**config.mk**
```make
export PLATFORM = sky130hd
export DESIGN_NAME = bridge_measurement_sequencer
export DESIGN_NICKNAME = d
export VERILOG_FILES = /design/src/logic/seq_pkg.sv /design/src/logic/conv_timer.sv /design/src/logic/bridge_measurement_sequencer.sv
export SDC_FILE = /design/constraint.sdc
export NUM_CORES = 1
export LEC_CHECK = 0
export BUFFER_PORTS_ARGS = -buffer_cell sky130_fd_sc_hd__buf_2
export CAP_MARGIN = 10
export CORE_MARGIN = 2
export CORE_UTILIZATION = 57
export DETAILED_ROUTE_END_ITERATION = 10
export GPL_ROUTABILITY_DRIVEN = 0
export PLACE_DENSITY = 0.8
export SYNTH_ARGS = -nofsm -noshare
export SYNTH_HDL_FRONTEND = slang
export SYNTH_SLANG_ARGS = --single-unit
```
**constraint.sdc**
```tcl
create_clock -name sys_clk_i -period 3.3 [get_ports sys_clk_i]
set_clock_uncertainty 0.15 [all_clocks]
set_input_delay 0 -clock sys_clk_i [delete_from_list [all_inputs] [get_ports sys_clk_i]]
set_output_delay 0 -clock sys_clk_i [all_outputs]
set_load 0.01 [all_outputs]
```
**src/logic/seq_pkg.sv**
```systemverilog
package seq_pkg;

    // ----------------------------------------------------------------
    // multiplexer selects
    // ----------------------------------------------------------------
    typedef enum logic [2:0] {
        MUX_TEMP = 3'h0,
        MUX_OFFSET = 3'h1,
        MUX_BRIDGE = 3'h2,
        MUX_CMODE = 3'h3,
        MUX_SHORT_POS = 3'h4,
        MUX_SHORT_NEG = 3'h5
    } mux_sel_t;

    typedef enum logic [1:0] {
        ST_IDLE = 2'h0,
        ST_CONV = 2'h1,
        ST_HAND = 2'h2
    } seq_state_t;

    // ----------------------------------------------------------------
    // configuration and timing constants
    // ----------------------------------------------------------------
    localparam logic [4:0] BRIDGE_CNT_MIN = 5'h01;
    localparam logic [4:0] BRIDGE_CNT_RST = 5'h01;
    localparam logic [2:0] START_CONVS = 3'h5;
    localparam logic [1:0] RES_13 = 2'h0;
    localparam logic [1:0] RES_14 = 2'h1;
    localparam logic [1:0] RES_15 = 2'h2;
    localparam logic [1:0] RES_16 = 2'h3;
    localparam int RES_BASE = 13;
    localparam int SECOND_ORDER_ADD = 3;
    localparam int SEGMENT_BITS = 14;
    localparam int OSC_DIV = 2;
    localparam logic [4:0] CHK_STEPS = 5'h03;

    // ----------------------------------------------------------------
    // grouped signals
    // ----------------------------------------------------------------
    typedef struct packed {
        logic order_bridge_first;
        logic [4:0] bridge_count;
        logic [1:0] resolution;
        logic second_order;
        logic [1:0] range_shift;
        logic reference_select;
        logic [1:0] temp_source;
    } app_config_t;

    typedef struct packed {
        logic start;
        mux_sel_t mux;
        logic [1:0] resolution;
        logic second_order;
        logic [1:0] range_shift;
        logic reference_select;
        logic [1:0] temp_source;
    } conv_cmd_t;

endpackage

```
**src/logic/conv_timer.sv**
```systemverilog
module conv_timer (
    input wire logic sys_clk_i,
    input wire logic rst_i,
    input wire logic ce_i,
    input wire logic start_i,
    input wire logic [1:0] resolution_i,
    input wire logic second_order_i,
    output logic done_o
);
    typedef struct packed {
        logic busy;
        logic done;
        logic [17:0] cnt;
    } tmr_t;

    tmr_t st_ff;
    tmr_t nxt_st;
    logic [4:0] res_bits;
    logic [4:0] exp_bits;

    // ----------------------------------------------------------------
    // conversion length in oscillator periods
    // ----------------------------------------------------------------
    always_comb begin
        res_bits = 5'(seq_pkg::RES_BASE) + {3'h0, resolution_i};
        if (second_order_i) begin
            exp_bits = 5'((res_bits + 5'(seq_pkg::SECOND_ORDER_ADD)) >> 1);
        end else begin
            exp_bits = res_bits;
        end
    end

    always_comb begin
        nxt_st = st_ff;
        nxt_st.done = 1'b0;
        if (start_i && !st_ff.busy) begin
            nxt_st.busy = 1'b1;
            nxt_st.cnt = 18'(seq_pkg::OSC_DIV) << exp_bits;
        end else if (st_ff.busy) begin
            if (st_ff.cnt <= 18'h00001) begin
                nxt_st.busy = 1'b0;
                nxt_st.done = 1'b1;
                nxt_st.cnt = 18'h00000;
            end else begin
                nxt_st.cnt = st_ff.cnt - 18'h00001;
            end
        end
    end

    always_ff @(posedge sys_clk_i or posedge rst_i) begin
        if (rst_i) begin
            st_ff <= '0;
        end else if (ce_i) begin
            st_ff <= nxt_st;
        end
    end

    assign done_o = st_ff.done;
endmodule

```
**src/logic/bridge_measurement_sequencer.sv**
```systemverilog
module bridge_measurement_sequencer (
    input wire logic sys_clk_i,
    input wire logic rst_i,
    input wire logic ce_i,
    input wire logic run_i,
    input wire seq_pkg::app_config_t cfg_i,
    input wire logic [15:0] adc_count_i,
    input wire logic ctrl_ack_i,
    output seq_pkg::conv_cmd_t cmd_o,
    output logic [13:0] result_o,
    output logic result_valid_o,
    output logic start_done_o,
    output logic cycle_end_o
);
    typedef struct packed {
        seq_pkg::seq_state_t state;
        seq_pkg::conv_cmd_t cmd;
        logic [2:0] phase;
        logic [4:0] bridge_left;
        logic [4:0] bridge_tot;
        logic order_first;
        logic [2:0] start_cnt;
        logic start_done;
        logic [13:0] result;
        logic result_valid;
        logic cycle_end;
    } seq_st_t;

    seq_st_t st_ff;
    seq_st_t nxt_st;
    logic conv_done;
    logic [4:0] bridge_n;
    logic [2:0] last_phase;

    // ----------------------------------------------------------------
    // conversion timer
    // ----------------------------------------------------------------
    conv_timer u_timer (
        .sys_clk_i(sys_clk_i),
        .rst_i(rst_i),
        .ce_i(ce_i),
        .start_i(st_ff.cmd.start),
        .resolution_i(st_ff.cmd.resolution),
        .second_order_i(st_ff.cmd.second_order),
        .done_o(conv_done)
    );

    // ----------------------------------------------------------------
    // phase to mux mapping
    // ----------------------------------------------------------------
    function automatic seq_pkg::mux_sel_t phase_mux(
        input logic [2:0] ph,
        input logic bridge_first
    );
        seq_pkg::mux_sel_t m;
        m = seq_pkg::MUX_TEMP;
        unique case (ph)
            3'h0: m = bridge_first ? seq_pkg::MUX_BRIDGE : seq_pkg::MUX_TEMP;
            3'h1: m = seq_pkg::MUX_OFFSET;
            3'h2: m = bridge_first ? seq_pkg::MUX_TEMP : seq_pkg::MUX_BRIDGE;
            3'h3: m = seq_pkg::MUX_CMODE;
            3'h4: m = seq_pkg::MUX_SHORT_POS;
            3'h5: m = seq_pkg::MUX_SHORT_NEG;
            default: m = seq_pkg::MUX_TEMP;
        endcase
        return m;
    endfunction

    // ----------------------------------------------------------------
    // sequencing
    // ----------------------------------------------------------------
    always_comb begin
        nxt_st = st_ff;
        nxt_st.cmd.start = 1'b0;
        nxt_st.result_valid = 1'b0;
        nxt_st.cycle_end = 1'b0;
        bridge_n = (cfg_i.bridge_count < seq_pkg::BRIDGE_CNT_MIN) ?
            seq_pkg::BRIDGE_CNT_MIN : cfg_i.bridge_count;
        // start routine skips check phases, normal cycle ends after them
        last_phase = st_ff.start_done ? 3'h5 : 3'h2;
        unique case (st_ff.state)
            seq_pkg::ST_IDLE: begin
                if (run_i) begin
                    nxt_st.state = seq_pkg::ST_CONV;
                    nxt_st.phase = 3'h0;
                    nxt_st.bridge_left = bridge_n;
                    nxt_st.bridge_tot = bridge_n;
                    nxt_st.order_first = cfg_i.order_bridge_first;
                    nxt_st.cmd.start = 1'b1;
                    nxt_st.cmd.mux = phase_mux(3'h0,
                        cfg_i.order_bridge_first);
                    nxt_st.cmd.resolution = cfg_i.resolution;
                    nxt_st.cmd.second_order = cfg_i.second_order;
                    nxt_st.cmd.range_shift = cfg_i.range_shift;
                    nxt_st.cmd.reference_select =
                        cfg_i.reference_select;
                    nxt_st.cmd.temp_source = cfg_i.temp_source;
                end
            end
            seq_pkg::ST_CONV: begin
                if (conv_done) begin
                    nxt_st.state = seq_pkg::ST_HAND;
                    nxt_st.result_valid = 1'b1;
                    // no band check on the raw count
                    if (st_ff.cmd.resolution[1]) begin
                        nxt_st.result = adc_count_i[15:2];
                    end else begin
                        nxt_st.result = adc_count_i[13:0];
                    end
                end
            end
            seq_pkg::ST_HAND: begin
                if (ctrl_ack_i) begin
                    nxt_st.state = seq_pkg::ST_CONV;
                    nxt_st.cmd.start = 1'b1;
                    if (!st_ff.start_done &&
                        st_ff.start_cnt < seq_pkg::START_CONVS) begin
                        nxt_st.start_cnt = st_ff.start_cnt + 3'h1;
                    end
                    if (st_ff.cmd.mux == seq_pkg::MUX_BRIDGE &&
                        st_ff.bridge_left > 5'h01) begin
                        nxt_st.bridge_left = st_ff.bridge_left - 5'h01;
                    end else if (st_ff.phase >= last_phase &&
                        (st_ff.start_done ||
                         st_ff.start_cnt + 3'h1 >= seq_pkg::START_CONVS)) begin
                        nxt_st.phase = 3'h0;
                        nxt_st.start_done = 1'b1;
                        nxt_st.cycle_end = st_ff.start_done;
                        nxt_st.bridge_left = bridge_n;
                        nxt_st.bridge_tot = bridge_n;
                        nxt_st.order_first = cfg_i.order_bridge_first;
                        nxt_st.cmd.mux = phase_mux(3'h0,
                            cfg_i.order_bridge_first);
                        nxt_st.cmd.resolution = cfg_i.resolution;
                        nxt_st.cmd.second_order = cfg_i.second_order;
                        nxt_st.cmd.range_shift = cfg_i.range_shift;
                        nxt_st.cmd.reference_select = cfg_i.reference_select;
                        nxt_st.cmd.temp_source = cfg_i.temp_source;
                        if (!run_i) begin
                            nxt_st.state = seq_pkg::ST_IDLE;
                            nxt_st.cmd = st_ff.cmd;
                            nxt_st.cmd.start = 1'b0;
                        end
                    end else if (st_ff.phase >= last_phase) begin
                        nxt_st.phase = 3'h0;
                        nxt_st.bridge_left = st_ff.bridge_tot;
                        nxt_st.cmd.mux = phase_mux(3'h0,
                            st_ff.order_first);
                    end else begin
                        nxt_st.phase = st_ff.phase + 3'h1;
                        nxt_st.cmd.mux = phase_mux(st_ff.phase + 3'h1,
                            st_ff.order_first);
                    end
                end
            end
            default: nxt_st.state = seq_pkg::ST_IDLE;
        endcase
    end

    always_ff @(posedge sys_clk_i or posedge rst_i) begin
        if (rst_i) begin
            st_ff <= '0;
            st_ff.bridge_left <= seq_pkg::BRIDGE_CNT_RST;
        end else if (ce_i) begin
            st_ff <= nxt_st;
        end
    end

    assign cmd_o = st_ff.cmd;
    assign result_o = st_ff.result;
    assign result_valid_o = st_ff.result_valid;
    assign start_done_o = st_ff.start_done;
    assign cycle_end_o = st_ff.cycle_end;
endmodule

```
# After elaboration in Yosys (flattened, before gate mapping)
# Index checks and enable logic that the tools add are counted.
[totals]
reg_bits = 68
out_inout_bits = 29
input_bits = 35
[classes]
shift = 1
reduce_logical = 21
magnitude_cmp = 6
n_mux = 40
bitwise_logic = 1
eq_ne = 16
n_addsub = 6
[ops]
columns = ["op", "count"]
rows = [
  ["26-bit case mux with 2 select lines", 1],
  ["18-bit two-way mux", 2],
  ["32-bit two-way mux", 1],
  ["28-bit two-way mux", 1],
  ["20-bit two-way mux", 1],
  ["5-bit two-way mux", 4],
  ["18-bit by 1-bit less-or-equal comparator with 1-bit output, second input constant", 1],
  ["3-bit two-way mux", 6],
  ["3-bit case mux with 6 select lines", 1],
  ["2-bit by 5-bit left shift with 18-bit output, first input constant", 1],
  ["18-bit by 1-bit subtractor with 18-bit output, second input constant", 1],
  ["17-bit two-way mux", 1],
  ["8-bit two-way mux", 2],
  ["5-bit AND reduction", 3],
  ["14-bit two-way mux", 1],
  ["13-bit two-way mux", 1],
  ["6-bit two-way mux", 2],
  ["6-bit AND reduction", 2],
  ["1-bit two-way mux", 10],
  ["2-bit two-way mux", 5],
  ["2-bit inequality test, second input constant", 5],
  ["3-bit by 2-bit equality test with 1-bit output, second input constant", 3],
  ["4-bit AND reduction", 2],
  ["7-bit AND reduction", 1],
  ["other kinds (26)", 33],
]

# Longest topological paths before layout
[logic_depth]
word_depth = 8
ltp_mapped = 9
mapped_depth_nobuf = 7

# Cells and area by module
# A second synthesis with hierarchy kept.
[hier_totals]
cells_unflattened = 444
area_unflattened_um2 = 4211.5
[modules_own_cells]
columns = ["module", "area_each_um2", "cells_each", "instances"]
rows = [
  ["bridge_measurement_sequencer", 2880.3, 295, 1],
  ["conv_timer", 1331.3, 149, 1],
]

# Worst setup path after synthesis
# OpenSTA, ideal clock, no wires.
[synth_timing]
path_type = "register to register"
startpoint = "reg st_ff (netlist bit start_done_o)"
endpoint = "reg st_ff (netlist bit cmd_o[0])"
path_buffers = 1
required_ps = 3071
slack_ps = 850
period_less_slack_ps = 2450
arrival_time_ps = 2221
path_stages_with_launch = 9
setup_time_ps = 79
path_cell_list = "dfrtp_1 > inv_1 > ha_1 > a21o_1 > a31o_2 > buf_1 > nand3_2 > a2bb2oi_2 > mux2i_1"
[synth_via]
elab_chain_len = 5
word_cells_on_any_way = 6
classes_between = "order compare: 1; eq/ne: 1; mux: 1; reduce/logical: 3"
[synth_lines]
columns = ["element", "line_no", "text"]
rows = [
  ["start, declared", "bridge_measurement_sequencer.sv:29", "seq_st_t st_ff;"],
  ["start signal, assigned", "bridge_measurement_sequencer.sv:165", "st_ff <= nxt_st;"],
  ["3-bit two-way mux", "bridge_measurement_sequencer.sv:80", "last_phase = st_ff.start_done ? 3'h5 : 3'h2;"],
  ["3-bit greater-or-equal comparator", "bridge_measurement_sequencer.sv:123", "end else if (st_ff.phase >= last_phase &&"],
  ["1-bit logical AND (*)", "bridge_measurement_sequencer.sv:123", ""],
  ["2-bit inequality test (no source line) (*)", "n/a", ""],
  ["7-bit AND reduction (no source line) (*)", "n/a", ""],
]
# Every way passes the cells marked *; elsewhere a longest branch is shown, timed or not.
# A chain may end at the register's enable or synchronous reset.

# Worst setup path after layout
[layout_timing]
startpoint = "reg st_ff (netlist bit start_done_o)"
endpoint = "reg st_ff (netlist bit cmd_o[9])"
[layout_via]
elab_chain_len = 7
word_cells_on_any_way = 11
classes_between = "order compare: 1; eq/ne: 1; mux: 6; reduce/logical: 3"
[layout_lines]
columns = ["element", "line_no", "text"]
rows = [
  ["3-bit two-way mux", "bridge_measurement_sequencer.sv:80", ""],
  ["3-bit greater-or-equal comparator", "bridge_measurement_sequencer.sv:123, bridge_measurement_sequencer.sv:144", ""],
  ["3-bit two-way mux or 1-bit logical AND (tied branches)", "bridge_measurement_sequencer.sv:144, bridge_measurement_sequencer.sv:123", ""],
  ["3-bit two-way mux", "bridge_measurement_sequencer.sv:123", ""],
  ["17-bit two-way mux", "bridge_measurement_sequencer.sv:120", "if (st_ff.cmd.mux == seq_pkg::MUX_BRIDGE &&"],
  ["32-bit two-way mux", "bridge_measurement_sequencer.sv:113", "if (ctrl_ack_i) begin"],
  ["26-bit case mux with 2 select lines", "bridge_measurement_sequencer.sv:81", "unique case (st_ff.state)"],
]
# Several ways; a longest one is shown, not always the timed one. The select of a mux whose other input is x is not followed.

==> results.toml <==
[outcome]
outcome = "complete, no violations"

[power_and_ir_drop]
clock_power_share_pct = 25.1
swShare_pct = 35.49
p_sw_mw = 1.014
power_frac_comb_pct = 31.2
irDropWorstVdd_mv = 0.2830
p_per_area_nw_per_um2 = 574.2
p_leak_nw = 2.315
internal_power_mw = 1.843
p_seq_share_pct = 43.7

[clock_tree]
cts_resized = 0
cts_tree = "yes"
insertion_delay_ns = 0.34
cts_root_buffer = "clkbuf_8"
clock_sinks = 68
cts_setup_buffers = 0
ctsHoldBuffers = 40
h-tree-depth = 3
cts_inserted_buffers = 9
clockBufferDepth = 2
cts.reportedPaths.clkPinSlew_ns = 0.08

[finish]
diodes = 0
drive_above_1_share_pct = 20.50
final_core_util_pct = 69.35
syn_to_final_growth_pct = 19.39
final_cell_mix = "67 x dfrtp_1, 63 x buf_2, 54 x nand2_1"
nets = 567
fin_area_sq_um = 4976
layout_commonest_cell = "dfrtp_1"

[grt]
overflow = 0
grt_pass1_vias = 3525
grt_pass1_wl_microns = 16360
grt_antenna_before_repair = 0
grtUsageTotal_pct = 26.53
grt_start_max_net_pins = 36

[yosys]
ys_seq_area_share_pct = 40.86
yosys_warnings = 0
synth_area_leaders = "dfrtp_1 40%, mux2i_1 6.7%, o21ai_0 5.0%"
synth_edf_count = 0
synth_flop_cell = "dfrtp_1"
synthesis.nets = 490
ys_ff_latch = 68
netlist.area_leader.share_pct = 40.23
synthArstFlopShare_pct = 100.0
ys_types = 65
synthCells = 440
syn-cell-area_sq_um = 4168
avgSynthCellArea_sq_um = 9.472
post-synth-top-area-cell = "dfrtp_1"

[setup_path]
cp-startpoint = "start_done_o$_DFFE_PP0P_"
r2r-end = "cmd_o[9]$_DFFE_PP0P_"
r2r-start = "start_done_o$_DFFE_PP0P_"
arrival_ns = 2.72
crit_family = "compound AO/OA/AOI/OAI gates"
start_kind = "flip-flop"
rr_worst_depth = 7
worstSetupEndpointType = "flip-flop"
critPathMaxStageDelay_ns = 0.57
cp_max_fo = 8
crit_chain = "inv_1, ha_1, a21o_1, a31oi_1, nor2_1, a221oi_1, a22oi_1"
critical_path_class = "flip-flop to flip-flop"
required_ns = 3.36
r2r_setup_slack_ns = 0.64
slowest_stage = "a31oi_1"
path_depth = 7
timing.critical_path.to = "cmd_o[9]$_DFFE_PP0P_"
path_buf_inv = 1

[drt]
wirelength_microns = 10250
drt_pre_antenna_iters = 5
vias = 3671
met1_length_microns = 4325
drc = 0
vias_per_cell = 5.911
drtIter0Drc = 305
post_drt_wl_per_cell_microns = 16.51
detail-route-antenna-nets = 0
dr_wl_met2_microns = 4993
wl_met3_microns = 493
top_layer_used = "met4"

[timing]
finalCritPeriodShare_pct = 80.64
slew_violations = 0
fmax_ghz = 0.3758
rsz0062_at_grt = "false"
hold_violations = 0
slew_headroom_pct = 35.51
setup_violations = 0
fin_crit_ns = 2.661
setup-tns-final_ns = 0
worstMarginPinSlew_ns = 0.9646

[die]
fp.dieW_microns = 89.51
row_count = 31
die_area_sq_um = 8012
pin_count = 64
core_area_sq_um = 7176
die_h_microns = 89.51
initial_core_util_pct = 58.08

[job]
drv_cap = 0

[place]
hpwl_microns = 6552
placed_area_sq_um = 4364
port_buffers = 63

[hold_path]
hold_path_class = "input port to async pin"
==> cells in the mapped netlist (all sizes together) (2+ instances only) <==
master   number
a21o          9
a21oi        12
a22o          2
a2bb2oi       3
a31o          3
a31oi        10
buf          33
clkbuf        8
dfrtp        67
ha           15
inv          25
mux2          7
mux2i        28
nand2        54
nand2b        2
nand3        12
nand3b        3
nor2         17
nor2b         7
nor3         13
nor3b         7
nor4          8
nor4b         2
o211ai        5
o21a          2
o21ai        45
o221ai        2
o22a          3
o22ai         2
o2bb2ai       2
o31ai         4
o41a          2
or3           4
or4           2
xnor2         2
xor2          3
==> layout make-up <==
class | instances | area, sq um
fillers | 525 | 2200
clock inverters | 5 | 60.06
flip-flops and latches | 68 | 1703
clock buffers | 11 | 151.4
well taps | 99 | 123.9
inverters | 25 | 93.84
repair buffers | 107 | 745.7
multi-input cells | 306 | 2098
==> metal layers <==
metal,up-vias,track usage (%)
li1,1714,-
met1,1771,34.30
met2,143,41.95
met3,43,4.709
met4,0,15.20
met5,-,0
==> sequential cells by signal, indices dropped and copies added, names as in the netlist <==
register	flops
u_timer.done_o	1
result_valid_o	1
cycle_end_o	1
st_ff	19
u_timer.st_ff	19
result_o	14
start_done_o	1
cmd_o	12
==> cells by family (layout without fill, tap and decap cells) <==
kind of cell	Yosys count	count (layout)	share of synthesized area (%)
AO/OA/AOI/OAI	116	116	19.33
XOR/XNOR	5	5	1.051
adder cells (fa/ha/maj)	15	15	4.503
buffers and inverters	66	148	8.796
flip-flops	68	68	40.86
multiplexers	35	35	9.066
AND/OR/NAND/NOR	135	135	16.39
==> how the worst min path moves through the flow <==
stage | from | endpoint | slack [ns] | cells after the start
global route | rst_i | st_ff[33]$_DFFE_PP0P_ | 0.26 | 3
detailed placement | rst_i | cycle_end_o$_DFFE_PP0P_ | 0.03 | 2
floorplan | cfg_i[0] | cmd_o[0]$_DFFE_PP0P_ | -0.02 | 2
global placement | rst_i | cmd_o[2]$_DFFE_PP0P_ | 0.01 | 2
finish | rst_i | result_o[7]$_DFFE_PP0P_ | 0.19 | 3
CTS | rst_i | result_o[8]$_DFFE_PP0P_ | 0.20 | 3
==> power groups by stage <==
stage / Combinational, mW / Clock, mW / Sequential, mW
after floorplan: 0.716 / 0 / 1.18
after global placement: 0.783 / 0 / 1.24
after detailed placement: 0.820 / 0 / 1.25
after CTS: 0.881 / 0.724 / 1.24
after global routing: 0.986 / 0.758 / 1.28
final: 0.892 / 0.717 / 1.25
==> worst register-to-register path: stages (launching register included) <==
cell      delay, ns
dfrtp_1        0.47
inv_1          0.14
ha_1           0.35
a21o_1         0.20
a31oi_1        0.57
nor2_1         0.20
a221oi_1       0.35
a22oi_1        0.11
==> metrics by stage <==
| step | setup WS (ns) | total power [mW] | std cells | hold slack, ns |
|---|---|---|---|---|
| 6_report | 0.6389 | 2.857 | 621 | 0.1918 |
| 5_1_grt | 0.4552 | 3.021 | 621 | 0.2606 |
| 4_1_cts | 0.6961 | 2.845 | 621 | 0.2049 |
| 3_5_place_dp | 0.7568 | 2.068 | 565 | 0.02677 |
| 3_3_place_gp | 0.8851 | 2.025 | 565 | 0.01394 |
| 2_1_floorplan | 0.8497 | 1.896 | 440 | -0.01625 |
Power figures use the tool's default switching activity.
